## src/common/kbilat_pkg.sv

```systemverilog
// Constants shared by the keypad interrupt latch and its helpers.
// Assumes a 32-bit APB register bus and eight port pins.
package kbilat_pkg;

	// ------------------------------------------------------------
	// Widths
	// ------------------------------------------------------------
	localparam int PINS   = 8;
	localparam int ADDR_W = 8;
	localparam int DATA_W = 32;
	localparam int VEC_W  = 16;

	// ------------------------------------------------------------
	// Register byte offsets
	// ------------------------------------------------------------
	localparam logic [ADDR_W-1:0] STATUS_CONTROL_OFF = 8'h00;
	localparam logic [ADDR_W-1:0] PIN_ENABLE_OFF     = 8'h04;
	localparam logic [ADDR_W-1:0] BREAK_CONTROL_OFF  = 8'h08;

	// ------------------------------------------------------------
	// Field positions and reset values
	// ------------------------------------------------------------
	localparam int MODE_BIT = 0;
	localparam int MASK_BIT = 1;
	localparam int ACK_BIT  = 2;
	localparam int FLAG_BIT = 3;
	localparam int BREAK_CLEAR_ENABLE_BIT = 0;

	localparam logic [PINS-1:0] ENABLE_RST = 8'h00;
	localparam logic            MODE_RST   = 1'b0;
	localparam logic            MASK_RST   = 1'b0;
	localparam logic            BREAK_CLEAR_ENABLE_RST   = 1'b0;

	// Handler address pair fetched by the processor
	localparam logic [VEC_W-1:0] VECTOR_HI_ADDR = 16'hFFE0;
	localparam logic [VEC_W-1:0] VECTOR_LO_ADDR = 16'hFFE1;

endpackage

```

## src/common/kbilat_pin_if.sv

```systemverilog
// Pin path signals between the latch core and its helper modules.
// Assumes all members except pin_raw live on the single bus clock.
`timescale 1ns/1ps
interface kbilat_pin_if;
	import kbilat_pkg::*;

	logic [PINS-1:0] pin_raw;
	logic [PINS-1:0] pin_sync;
	logic [PINS-1:0] enable;
	logic            any_low;
	logic            fall;

	modport sync_side (input pin_raw, output pin_sync);
	modport detect_side (input pin_sync, input enable, output any_low, output fall);
	modport core_side (output pin_raw, output enable, input pin_sync, input any_low, input fall);
endinterface // kbilat_pin_if

```

## src/rtl/kbilat_sync.sv

```systemverilog
// Two-stage synchroniser for the raw keypad pin levels.
// Assumes pins are asynchronous to clock.
`timescale 1ns/1ps
module kbilat_sync (
	input wire logic           clock,
	input wire logic           rst,
	kbilat_pin_if.sync_side    pins
);
	import kbilat_pkg::*;

	logic [PINS-1:0] meta_q;
	logic [PINS-1:0] sync_q;

	// Idle pins read high, so both stages reset to ones
	always_ff @(posedge clock or posedge rst) begin
		if (rst) begin
			meta_q <= '1;
			sync_q <= '1;
		end else begin
			meta_q <= pins.pin_raw;
			sync_q <= meta_q;
		end
	end

	assign pins.pin_sync = sync_q;
endmodule // kbilat_sync

```

## src/rtl/kbilat_detect.sv

```systemverilog
// Detects the all-high to any-low transition of the enabled pins.
// Assumes synchronised pin levels on the same clock.
`timescale 1ns/1ps
module kbilat_detect (
	input wire logic           clock,
	input wire logic           rst,
	kbilat_pin_if.detect_side  pins
);
	import kbilat_pkg::*;

	logic            all_high_q;
	logic [PINS-1:0] low_enabled;

	// Disabled pins are forced out of the OR
	assign low_enabled = pins.enable & ~pins.pin_sync;
	assign pins.any_low = |low_enabled;
	assign pins.fall    = pins.any_low & all_high_q;

	// Remember whether every enabled pin was high last cycle
	always_ff @(posedge clock or posedge rst) begin
		if (rst) begin
			all_high_q <= 1'b1;
		end else begin
			all_high_q <= ~pins.any_low;
		end
	end
endmodule // kbilat_detect

```

## src/rtl/kbilat_top.sv

```systemverilog
// Keypad interrupt latch: eight port pins, one request to the processor.
// Assumes an APB master on clock, pins asynchronous, and a port block
// that owns the data and direction registers of the pins.
//
// Notes on behaviour
// - eight keypad inputs on the port pins, each with its own enable.
// - a pin whose enable is clear never contributes to a request.
// - setting an enable bit also turns on that pin's pullup.
// - request latches when enabled pins go from all high to any low.
// - edge mode: a fall is ignored while another enabled pin is low.
// - level mode: request holds while any enabled pin stays low.
// - level mode: clears after acknowledge and all pins high, any order.
// - edge mode: vector fetch or software acknowledge clears at once.
// - writing one to acknowledge clears; it reads zero and resets clear.
// - acknowledge does not block later falls; a new fall relatches.
// - unmasked request makes the processor fetch the handler pair.
// - reset clears the latch and the mode bit even if a pin is low.
// - pending flag shows the latch regardless of mask; reset clears it.
// - mask bit is read/write, reset clear; one blocks the request.
// - mode bit is read/write, reset clear; one adds level sensing.
// - upper four bits of status and control always read zero.
// - enabled pin is forced to input; pin level readable if direction zero.
// - reset clears every pin enable bit.
// - logic runs in wait and stop; unmasked request wakes the core.
// - in break, acknowledge clears only with break clear enable set (software writes only; a vector fetch always clears).
//
// The register addresses and register access over APB were chosen for this implementation.
`timescale 1ns/1ps
module kbilat_top (
	input  wire logic                              clock,
	input  wire logic                              rst,
	// APB slave
	input  wire logic                              psel,
	input  wire logic                              penable,
	input  wire logic                              pwrite,
	input  wire logic [kbilat_pkg::ADDR_W-1:0]     paddr,
	input  wire logic [kbilat_pkg::DATA_W-1:0]     pwdata,
	output logic      [kbilat_pkg::DATA_W-1:0]     prdata,
	output logic                                   pready,
	output logic                                   pslverr,
	// Port pins and the port block
	input  wire logic [kbilat_pkg::PINS-1:0]       port_a_pin_i,
	input  wire logic [kbilat_pkg::PINS-1:0]       port_a_direction,
	input  wire logic [kbilat_pkg::PINS-1:0]       port_a_data,
	output logic      [kbilat_pkg::PINS-1:0]       port_a_pin_o,
	output logic      [kbilat_pkg::PINS-1:0]       port_a_pin_oe,
	output logic      [kbilat_pkg::PINS-1:0]       port_a_pullup_en,
	output logic      [kbilat_pkg::PINS-1:0]       port_a_level,
	// Processor side
	input  wire logic                              vector_fetch_valid,
	input  wire logic [kbilat_pkg::VEC_W-1:0]      vector_fetch_addr,
	input  wire logic                              break_active,
	output logic                                   irq_request,
	output logic                                   wake_request,
	output logic      [kbilat_pkg::VEC_W-1:0]      irq_vector_addr
);
	import kbilat_pkg::*;

	// ------------------------------------------------------------
	// Declarations
	// ------------------------------------------------------------
	kbilat_pin_if pins ();

	logic [PINS-1:0]   pin_source_enable_q;
	logic              request_mask_q;
	logic              trigger_sensitivity_select_q;
	logic              break_clear_enable_q;
	logic              latch_q;
	logic              latch_d;
	logic              ack_seen_q;
	logic              ack_seen_d;
	logic [DATA_W-1:0] prdata_q;
	logic              pslverr_q;
	logic [PINS-1:0]   pin_o_q;
	logic [VEC_W-1:0]  vector_q;

	// Next values of the registers above
	logic [PINS-1:0]   pin_source_enable_d;
	logic              request_mask_d;
	logic              trigger_sensitivity_select_d;
	logic              break_clear_enable_d;
	logic [DATA_W-1:0] prdata_d;
	logic              pslverr_d;
	logic [PINS-1:0]   pin_o_d;
	logic [VEC_W-1:0]  vector_d;

	wire               setup_phase;
	wire               access_phase;
	wire               wr_access;
	wire               hit_status;
	wire               hit_enable;
	wire               hit_break;
	wire               hit_any;
	wire               wr_status;
	wire               wr_enable;
	wire               wr_break;
	wire               sw_ack_write;
	wire               sw_ack;
	wire               fetch_ack;
	wire               ack;
	wire               level_mode;
	wire               all_high;
	wire               ack_pending;
	wire               clear_edge;
	wire               clear_level;
	wire               clear_now;
	wire               request_unmasked;
	wire [DATA_W-1:0]  rd_status;
	wire [DATA_W-1:0]  rd_enable;
	wire [DATA_W-1:0]  rd_break;
	wire [DATA_W-1:0]  rd_word;

	// ------------------------------------------------------------
	// Pin synchroniser and transition detector
	// ------------------------------------------------------------
	assign pins.pin_raw = port_a_pin_i;
	assign pins.enable  = pin_source_enable_q;

	// Pins cross into clock through two flops before anything looks
	kbilat_sync u_sync (
		.clock (clock),
		.rst   (rst),
		.pins  (pins.sync_side)
	);

	// Falls are seen only against an all-high history of enabled pins
	kbilat_detect u_detect (
		.clock (clock),
		.rst   (rst),
		.pins  (pins.detect_side)
	);

	// Everything below sees the pins two edges late; software must allow
	// for that delay after it changes an enable bit
	assign all_high = ~pins.any_low;

	// ------------------------------------------------------------
	// APB decode
	// ------------------------------------------------------------
	// Zero wait states: data is captured in setup, so ready is constant
	assign setup_phase  = psel & ~penable;
	assign access_phase = psel & penable;
	assign wr_access    = access_phase & pwrite;

	// Unmapped offsets answer with an error and read as zero; a write to
	// one of them changes nothing
	assign hit_status = (paddr == STATUS_CONTROL_OFF);
	assign hit_enable = (paddr == PIN_ENABLE_OFF);
	assign hit_break  = (paddr == BREAK_CONTROL_OFF);
	assign hit_any    = hit_status | hit_enable | hit_break;

	assign wr_status = wr_access & hit_status;
	assign wr_enable = wr_access & hit_enable;
	assign wr_break  = wr_access & hit_break;

	// ------------------------------------------------------------
	// Read data assembly
	// ------------------------------------------------------------
	// Acknowledge is write-only and the top nibble is unused
	assign rd_status[MODE_BIT]             = trigger_sensitivity_select_q;
	assign rd_status[MASK_BIT]             = request_mask_q;
	assign rd_status[ACK_BIT]              = 1'b0;
	assign rd_status[FLAG_BIT]             = latch_q;
	assign rd_status[DATA_W-1:FLAG_BIT+1]  = '0;

	assign rd_enable[PINS-1:0]             = pin_source_enable_q;
	assign rd_enable[DATA_W-1:PINS]        = '0;

	assign rd_break[BREAK_CLEAR_ENABLE_BIT]              = break_clear_enable_q;
	assign rd_break[DATA_W-1:BREAK_CLEAR_ENABLE_BIT+1]   = '0;

	assign rd_word = hit_status ? rd_status :
	                 hit_enable ? rd_enable :
	                 hit_break  ? rd_break  : '0;

	// Read data and error are captured at the setup edge, so they stand
	// through the access phase even if a register moves meanwhile
	assign prdata_d  = !setup_phase ? prdata_q :
	                   pwrite       ? '0       : rd_word;
	assign pslverr_d = setup_phase ? ~hit_any : pslverr_q;

	always_ff @(posedge clock or posedge rst) begin
		if (rst) begin
			prdata_q  <= '0;
			pslverr_q <= 1'b0;
		end else begin
			prdata_q  <= prdata_d;
			pslverr_q <= pslverr_d;
		end
	end

	assign prdata  = prdata_q;
	assign pready  = 1'b1;
	assign pslverr = pslverr_q;

	// ------------------------------------------------------------
	// Control registers
	// ------------------------------------------------------------
	// Mask and mode live in the status and control word
	assign request_mask_d               = wr_status ? pwdata[MASK_BIT] :
	                                      request_mask_q;
	assign trigger_sensitivity_select_d = wr_status ? pwdata[MODE_BIT] :
	                                      trigger_sensitivity_select_q;

	always_ff @(posedge clock or posedge rst) begin
		if (rst) begin
			request_mask_q               <= MASK_RST;
			trigger_sensitivity_select_q <= MODE_RST;
		end else begin
			request_mask_q               <= request_mask_d;
			trigger_sensitivity_select_q <= trigger_sensitivity_select_d;
		end
	end

	// One enable per pin; reset leaves every pin out of the keypad
	assign pin_source_enable_d = wr_enable ? pwdata[PINS-1:0] :
	                             pin_source_enable_q;

	always_ff @(posedge clock or posedge rst) begin
		if (rst) begin
			pin_source_enable_q <= ENABLE_RST;
		end else begin
			pin_source_enable_q <= pin_source_enable_d;
		end
	end

	// Break clear enable defaults to protecting the latch
	assign break_clear_enable_d = wr_break ? pwdata[BREAK_CLEAR_ENABLE_BIT] :
	                              break_clear_enable_q;

	always_ff @(posedge clock or posedge rst) begin
		if (rst) begin
			break_clear_enable_q <= BREAK_CLEAR_ENABLE_RST;
		end else begin
			break_clear_enable_q <= break_clear_enable_d;
		end
	end

	// ------------------------------------------------------------
	// Acknowledge sources
	// ------------------------------------------------------------
	// The acknowledge bit is never stored, only pulsed by the write
	assign sw_ack_write = wr_status & pwdata[ACK_BIT];

	// In break the write is dropped unless clearing is allowed
	assign sw_ack = sw_ack_write &
	                (~break_active | break_clear_enable_q);

	// Only the first byte of the pair counts, so one fetch is one ack
	assign fetch_ack = vector_fetch_valid &
	                   (vector_fetch_addr == VECTOR_HI_ADDR);

	assign ack = sw_ack | fetch_ack;

	// ------------------------------------------------------------
	// Request latch
	// ------------------------------------------------------------
	assign level_mode = trigger_sensitivity_select_q;

	// Edge mode drops the request on any acknowledge
	assign clear_edge = ack;

	// Level mode needs an acknowledge, now or earlier, and all pins high
	assign ack_pending = ack | ack_seen_q;
	assign clear_level = ack_pending & all_high;

	// Mode comes from the register, so a write that changes it only
	// steers the clear decisions that follow that write
	assign clear_now = level_mode ? clear_level : clear_edge;

	// A fall in the same cycle as a clear wins, so no press is lost.
	// Limitation: turning on level mode while a pin is already low raises
	// nothing; only a fresh fall from the all-high state sets the latch
	assign latch_d = pins.fall | (latch_q & ~clear_now);

	// Level mode remembers an acknowledge that came while pins were low
	assign ack_seen_d = level_mode & latch_d & ~pins.fall &
	                    ack_pending;

	always_ff @(posedge clock or posedge rst) begin
		if (rst) begin
			latch_q    <= 1'b0;
			ack_seen_q <= 1'b0;
		end else begin
			latch_q    <= latch_d;
			ack_seen_q <= ack_seen_d;
		end
	end

	// ------------------------------------------------------------
	// Processor request and wake-up
	// ------------------------------------------------------------
	// The mask hides the request but never the pending flag
	assign request_unmasked = latch_q & ~request_mask_q;

	// No clock gating here: the block keeps running in wait and stop
	assign irq_request  = request_unmasked;
	assign wake_request = request_unmasked;

	// Handler address offered while the request is up. It looks at the
	// next latch and mask values, so it rises and falls on the same edge
	// as the request that it belongs to
	assign vector_d = (latch_d & ~request_mask_d) ? VECTOR_HI_ADDR : '0;

	always_ff @(posedge clock or posedge rst) begin
		if (rst) begin
			vector_q <= '0;
		end else begin
			vector_q <= vector_d;
		end
	end

	assign irq_vector_addr = vector_q;

	// ------------------------------------------------------------
	// Pad control per pin
	// ------------------------------------------------------------
	// Output data follows the port block, one cycle late; the extra flop
	// keeps the pad driven from a register rather than from port logic
	assign pin_o_d = port_a_data;

	always_ff @(posedge clock or posedge rst) begin
		if (rst) begin
			pin_o_q <= '0;
		end else begin
			pin_o_q <= pin_o_d;
		end
	end

	// Enabling a pin overrides its direction and turns on its pullup.
	// The output enable drops in the same cycle as the enable bit rises,
	// so the pad never fights a key that is already pressed
	for (genvar i = 0; i < PINS; i++) begin : g_pad
		assign port_a_pin_o[i]     = pin_o_q[i];
		assign port_a_pin_oe[i]    = port_a_direction[i] &
		                             ~pin_source_enable_q[i];
		assign port_a_pullup_en[i] = pin_source_enable_q[i];
		// Synchronised level for the port read path; the port block
		// only shows it when its direction bit is zero
		assign port_a_level[i]     = pins.pin_sync[i];
	end

endmodule // kbilat_top

```

## config.mk

```make
export PLATFORM = sky130hd
export DESIGN_NAME = kbilat_top
export DESIGN_NICKNAME = d
export VERILOG_FILES = /design/src/common/kbilat_pkg.sv /design/src/common/kbilat_pin_if.sv /design/src/rtl/kbilat_sync.sv /design/src/rtl/kbilat_detect.sv /design/src/rtl/kbilat_top.sv
export SDC_FILE = /design/constraint.sdc
export NUM_CORES = 1
export LEC_CHECK = 0
export ABC_AREA = 1
export BUFFER_PORTS_ARGS = -buffer_cell sky130_fd_sc_hd__buf_2
export CORE_ASPECT_RATIO = 1.1
export CORE_UTILIZATION = 43
export DETAILED_ROUTE_END_ITERATION = 8
export GPL_TIMING_DRIVEN = 0
export PLACE_DENSITY = 0.87
export SYNTH_ARGS = -nofsm -noshare
export SYNTH_HDL_FRONTEND = slang
export SYNTH_SLANG_ARGS = --single-unit
```

## constraint.sdc

```tcl
create_clock -name clock -period 2.53 [get_ports clock]
set_input_delay 0.3795 -clock clock [delete_from_list [all_inputs] [get_ports clock]]
set_output_delay 0.3795 -clock clock [all_outputs]
set_load 0.02 [all_outputs]
```

==> reports/metrics.yaml <==
outcome:
  status: "finished, violations left"
  violations: "design-rule violations"
route:
  drt_first_iter_violations: 45
  wl_um: 4620
  drc: 8
  ant_nets: 0
  wire_per_inst_um: 10.5
  num_vias: 1899
  firstDrtPassIters: 9
  via_per_inst: 4.33
grt:
  grt_overflow_total: 0
  first_global_vias: 1707
  grt_antenna_before_repair: 0
  grt_max_degree: 48
  grt_pass1_wl_um: 7450
  grt_usage: 0.178
die:
  die_area_sq_um: 5560
  die_height_um: 78.1
  core_area_sq_um: 5030
  initial_utilization: 0.450
  rows: 27
  ios: 171
  die_w_um: 71.2
sta:
  rsz0062_at_grt: "no"
  tns_ps: 0
  setup_violations: 0
  finalHoldViolCount: 0
  slew_violations: 0
  whs_ps: 165
  min_period_ps: 1540
  clock_skew_ps: 7.46
  fin_crit_sh: 0.608
  timing.fmax_mhz: 650
critical_path:
  slowest_delay_ps: 380
  crit_fanout: 2
  cpMaxStageDelayCell: "dfrtp_1"
  cp_num_buf_inv: 3
  worstSetupEndpointType: "output port"
  startpoint_type: "flop"
  path_cells: "inv_1 -> nor2_1 -> buf_4 -> buf_2"
  cp_top_family: "flip-flops"
  arrival_ps: 1160
  critPathKind: "flop to output port"
  crit_required_ps: 2150
yosys:
  yosysTopAreaCell: "dfrtp_1"
  synthesis.area_sq_um: 2260
  yosys_warnings: 0
  synth-simple-area-share: 0.163
  netlist-cell-type-count: 30
  synth_compound_area_frac: 0.0862
  synthAdderAreaFrac: 0
  synth_common_cells: "41 x buf_4, 31 x dfrtp_1, 30 x nand2_1"
  yosys_register_bits: 48
  ys_async_sr_fraction: 1.00
  yosysTopAreaCellShare: 0.343
  synth_ff_type: "dfrtp_1"
  synth-xor-area-share: 0
  syn_inst: 227
  syn_area_per_cell_sq_um: 9.97
  ys_top_cells_by_area: "dfrtp_1 34%, dfstp_2 20%, buf_4 14%"
  synth_edf_count: 0
  ys_seq_area_frac: 0.540
  synthMuxAreaShare: 0.0133
  synth_top_family_by_area: "buffers and inverters"
  synth_most_common_cell: "buf_4"
clock_network:
  path_clk_slew_ps: 90
  cts_root_buf: "clkbuf_8"
  cts_setup_buffers: 0
  clock-sinks: 48
  htreeDepth: 2
  cts_resized: 0
  cts_tree: "built"
  cts_hold_buffers: 1
  clk_latency_ps: 300
  cts_buffers: 5
  clockBufferDepth: 2
final_layout:
  area_delta_synth_final_pct: 40.7
  seqCellArea_sq_um: 1220
  antennaDiodeCount: 0
  multiInputGateArea_sq_um: 706
  drive_above_1_share: 0.551
  fillers: 417
  nNetsFinal: 467
  final_cell_area_sq_um: 3180
  finalNonFillerCells: 439
power:
  p_int_mw: 1.26
  p_per_area_nw_per_um2: 525
  clkPwrFrac: 0.365
  seqPwrFrac: 0.487
  switching_power_mw: 0.408
  combPwrFrac: 0.148
  switching_share: 0.244
  irDropWorstVdd_mv: 0.518
  power_leakage_nw: 1.83
min_path:
  hold_path.class: "primary input to flop"
placed_design:
  dp_hpwl_um: 3820
  dp_cells: 430
  port_buffers: 116
  dpl-instance-area_sq_um: 3040
  gp_congestion: 0.830
run:
  cap_violations: 0
==> layout make-up <==
type                            count  share of cell area
Clock buffer                        6              0.0295
Timing Repair Buffer              118               0.192
Sequential cell                    48               0.384
Clock inverter                      2              0.0122
Inverter                           31              0.0365
Tap cell                           58              0.0228
Buffer                             43               0.102
Multi-Input combinational cell    133               0.222
==> stage by stage <==
step,power (mW),worst slack [ps],utilization
after floorplan,0.986,1030,-
after global placement,1.07,555,0.600
after global routing,1.75,933,0.633
after CTS,1.69,973,0.633
after detailed placement,1.08,1040,0.604
final,1.67,991,0.633
==> final timing paths <==
| kind | from | to | slack (ps) | cells after the start |
|---|---|---|---|---|
| worst max-delay path | latch_q | wake_request | 990 | 4 |
| worst min-delay path | port_a_pin_i[2] | u_sync.meta_q[2] | 160 | 1 |
| worst max register to register | u_sync.pins.pin_sync[4] | irq_vector_addr[14] | 1150 | 9 |
| worst min register to register | u_sync.meta_q[0] | u_sync.pins.pin_sync[0] | 360 | 0 |
| max in group asynchronous | rst | u_sync.pins.pin_sync[4] | 1610 | 4 |
| min in group asynchronous | rst | port_a_pin_o[4] | 460 | 3 |
==> power groups by stage <==
stage | registers [mW] | logic [mW] | clock network [mW]
after global routing | 0.818 | 0.270 | 0.659
after floorplan | 0.850 | 0.136 | 0
after global placement | 0.827 | 0.239 | 0
after detailed placement | 0.828 | 0.247 | 0
final | 0.814 | 0.248 | 0.610
after CTS | 0.815 | 0.249 | 0.630
==> per-layer routing <==
metal | share of wire | GRT usage | vias to the layer above | wire length [um]
met4 | 0.023 | 0.0860 | 0 | 105
met3 | 0.088 | 0.0539 | 9 | 406
met2 | 0.52 | 0.312 | 92 | 2380
met1 | 0.37 | 0.193 | 855 | 1720
li1 | - | - | 943 | -
met5 | 0 | 0 | - | 0
==> kinds of logic (layout without fill, tap and decap cells) <==
kind of cell	count (synthesis)	after routing
buffers and inverters	74	200
AND/OR/NAND/NOR	74	74
AO/OA/AOI/OAI	27	27
other	2	30
multiplexers	2	2
flip-flops	48	48
==> sequential cells by signal, summed over array words and instances, names as in the netlist <==
| register | cells |
|---|---|
| port_a_pin_o | 8 |
| port_a_pullup_en | 8 |
| prdata | 8 |
| u_sync.meta_q | 8 |
| u_sync.pins.pin_sync | 8 |
| ack_seen_q | 1 |
| break_clear_enable_q | 1 |
| irq_vector_addr | 1 |
| latch_q | 1 |
| level_mode | 1 |
| pslverr | 1 |
| request_mask_q | 1 |
| u_detect.all_high_q | 1 |
==> worst register-to-register path: stages, from the launching register on <==
cell and delay (ps):
dfstp_2 530, inv_1 40, nand2_1 40, o21ai_0 80, nor2_1 150, nand2_1 110
nor2_1 100, nand2_1 70, nand3_2 70, a21oi_1 70
==> cells in the final DEF, fill, tap and decap left out <==
master         netlist  layout
a22o_1               2       2
dfrtp_1             31      31
a32o_1               5       5
nand3_1              3       3
o41ai_1              1       1
clkbuf_8             0       5
a21oi_1              3       3
conb_1               2      30
buf_4               41      41
o21ai_0              5       5
and3_1               1       1
nor2_2               3       3
inv_6                0       1
nand2_1             30      30
clkbuf_16            0       1
dfstp_2             17      17
a31oi_1              1       1
buf_12               0       1
o21ai_2              2       2
nand3_2              4       4
nor2_4               3       3
nor2_1              26      26
buf_2                1     117
inv_1               28      27
bufinv_16            0       1
mux2_4               2       2
nor2_8               1       1
dlygate4sd3_1        0       1
inv_2                3       4
a21oi_2              3       3
nand2_2              2       2
o211ai_1             1       1
buf_6                1       1
o21ai_1              3       3
nand2_4              1       1
o22ai_1              1       1
(Power assumes the default switching activity.)
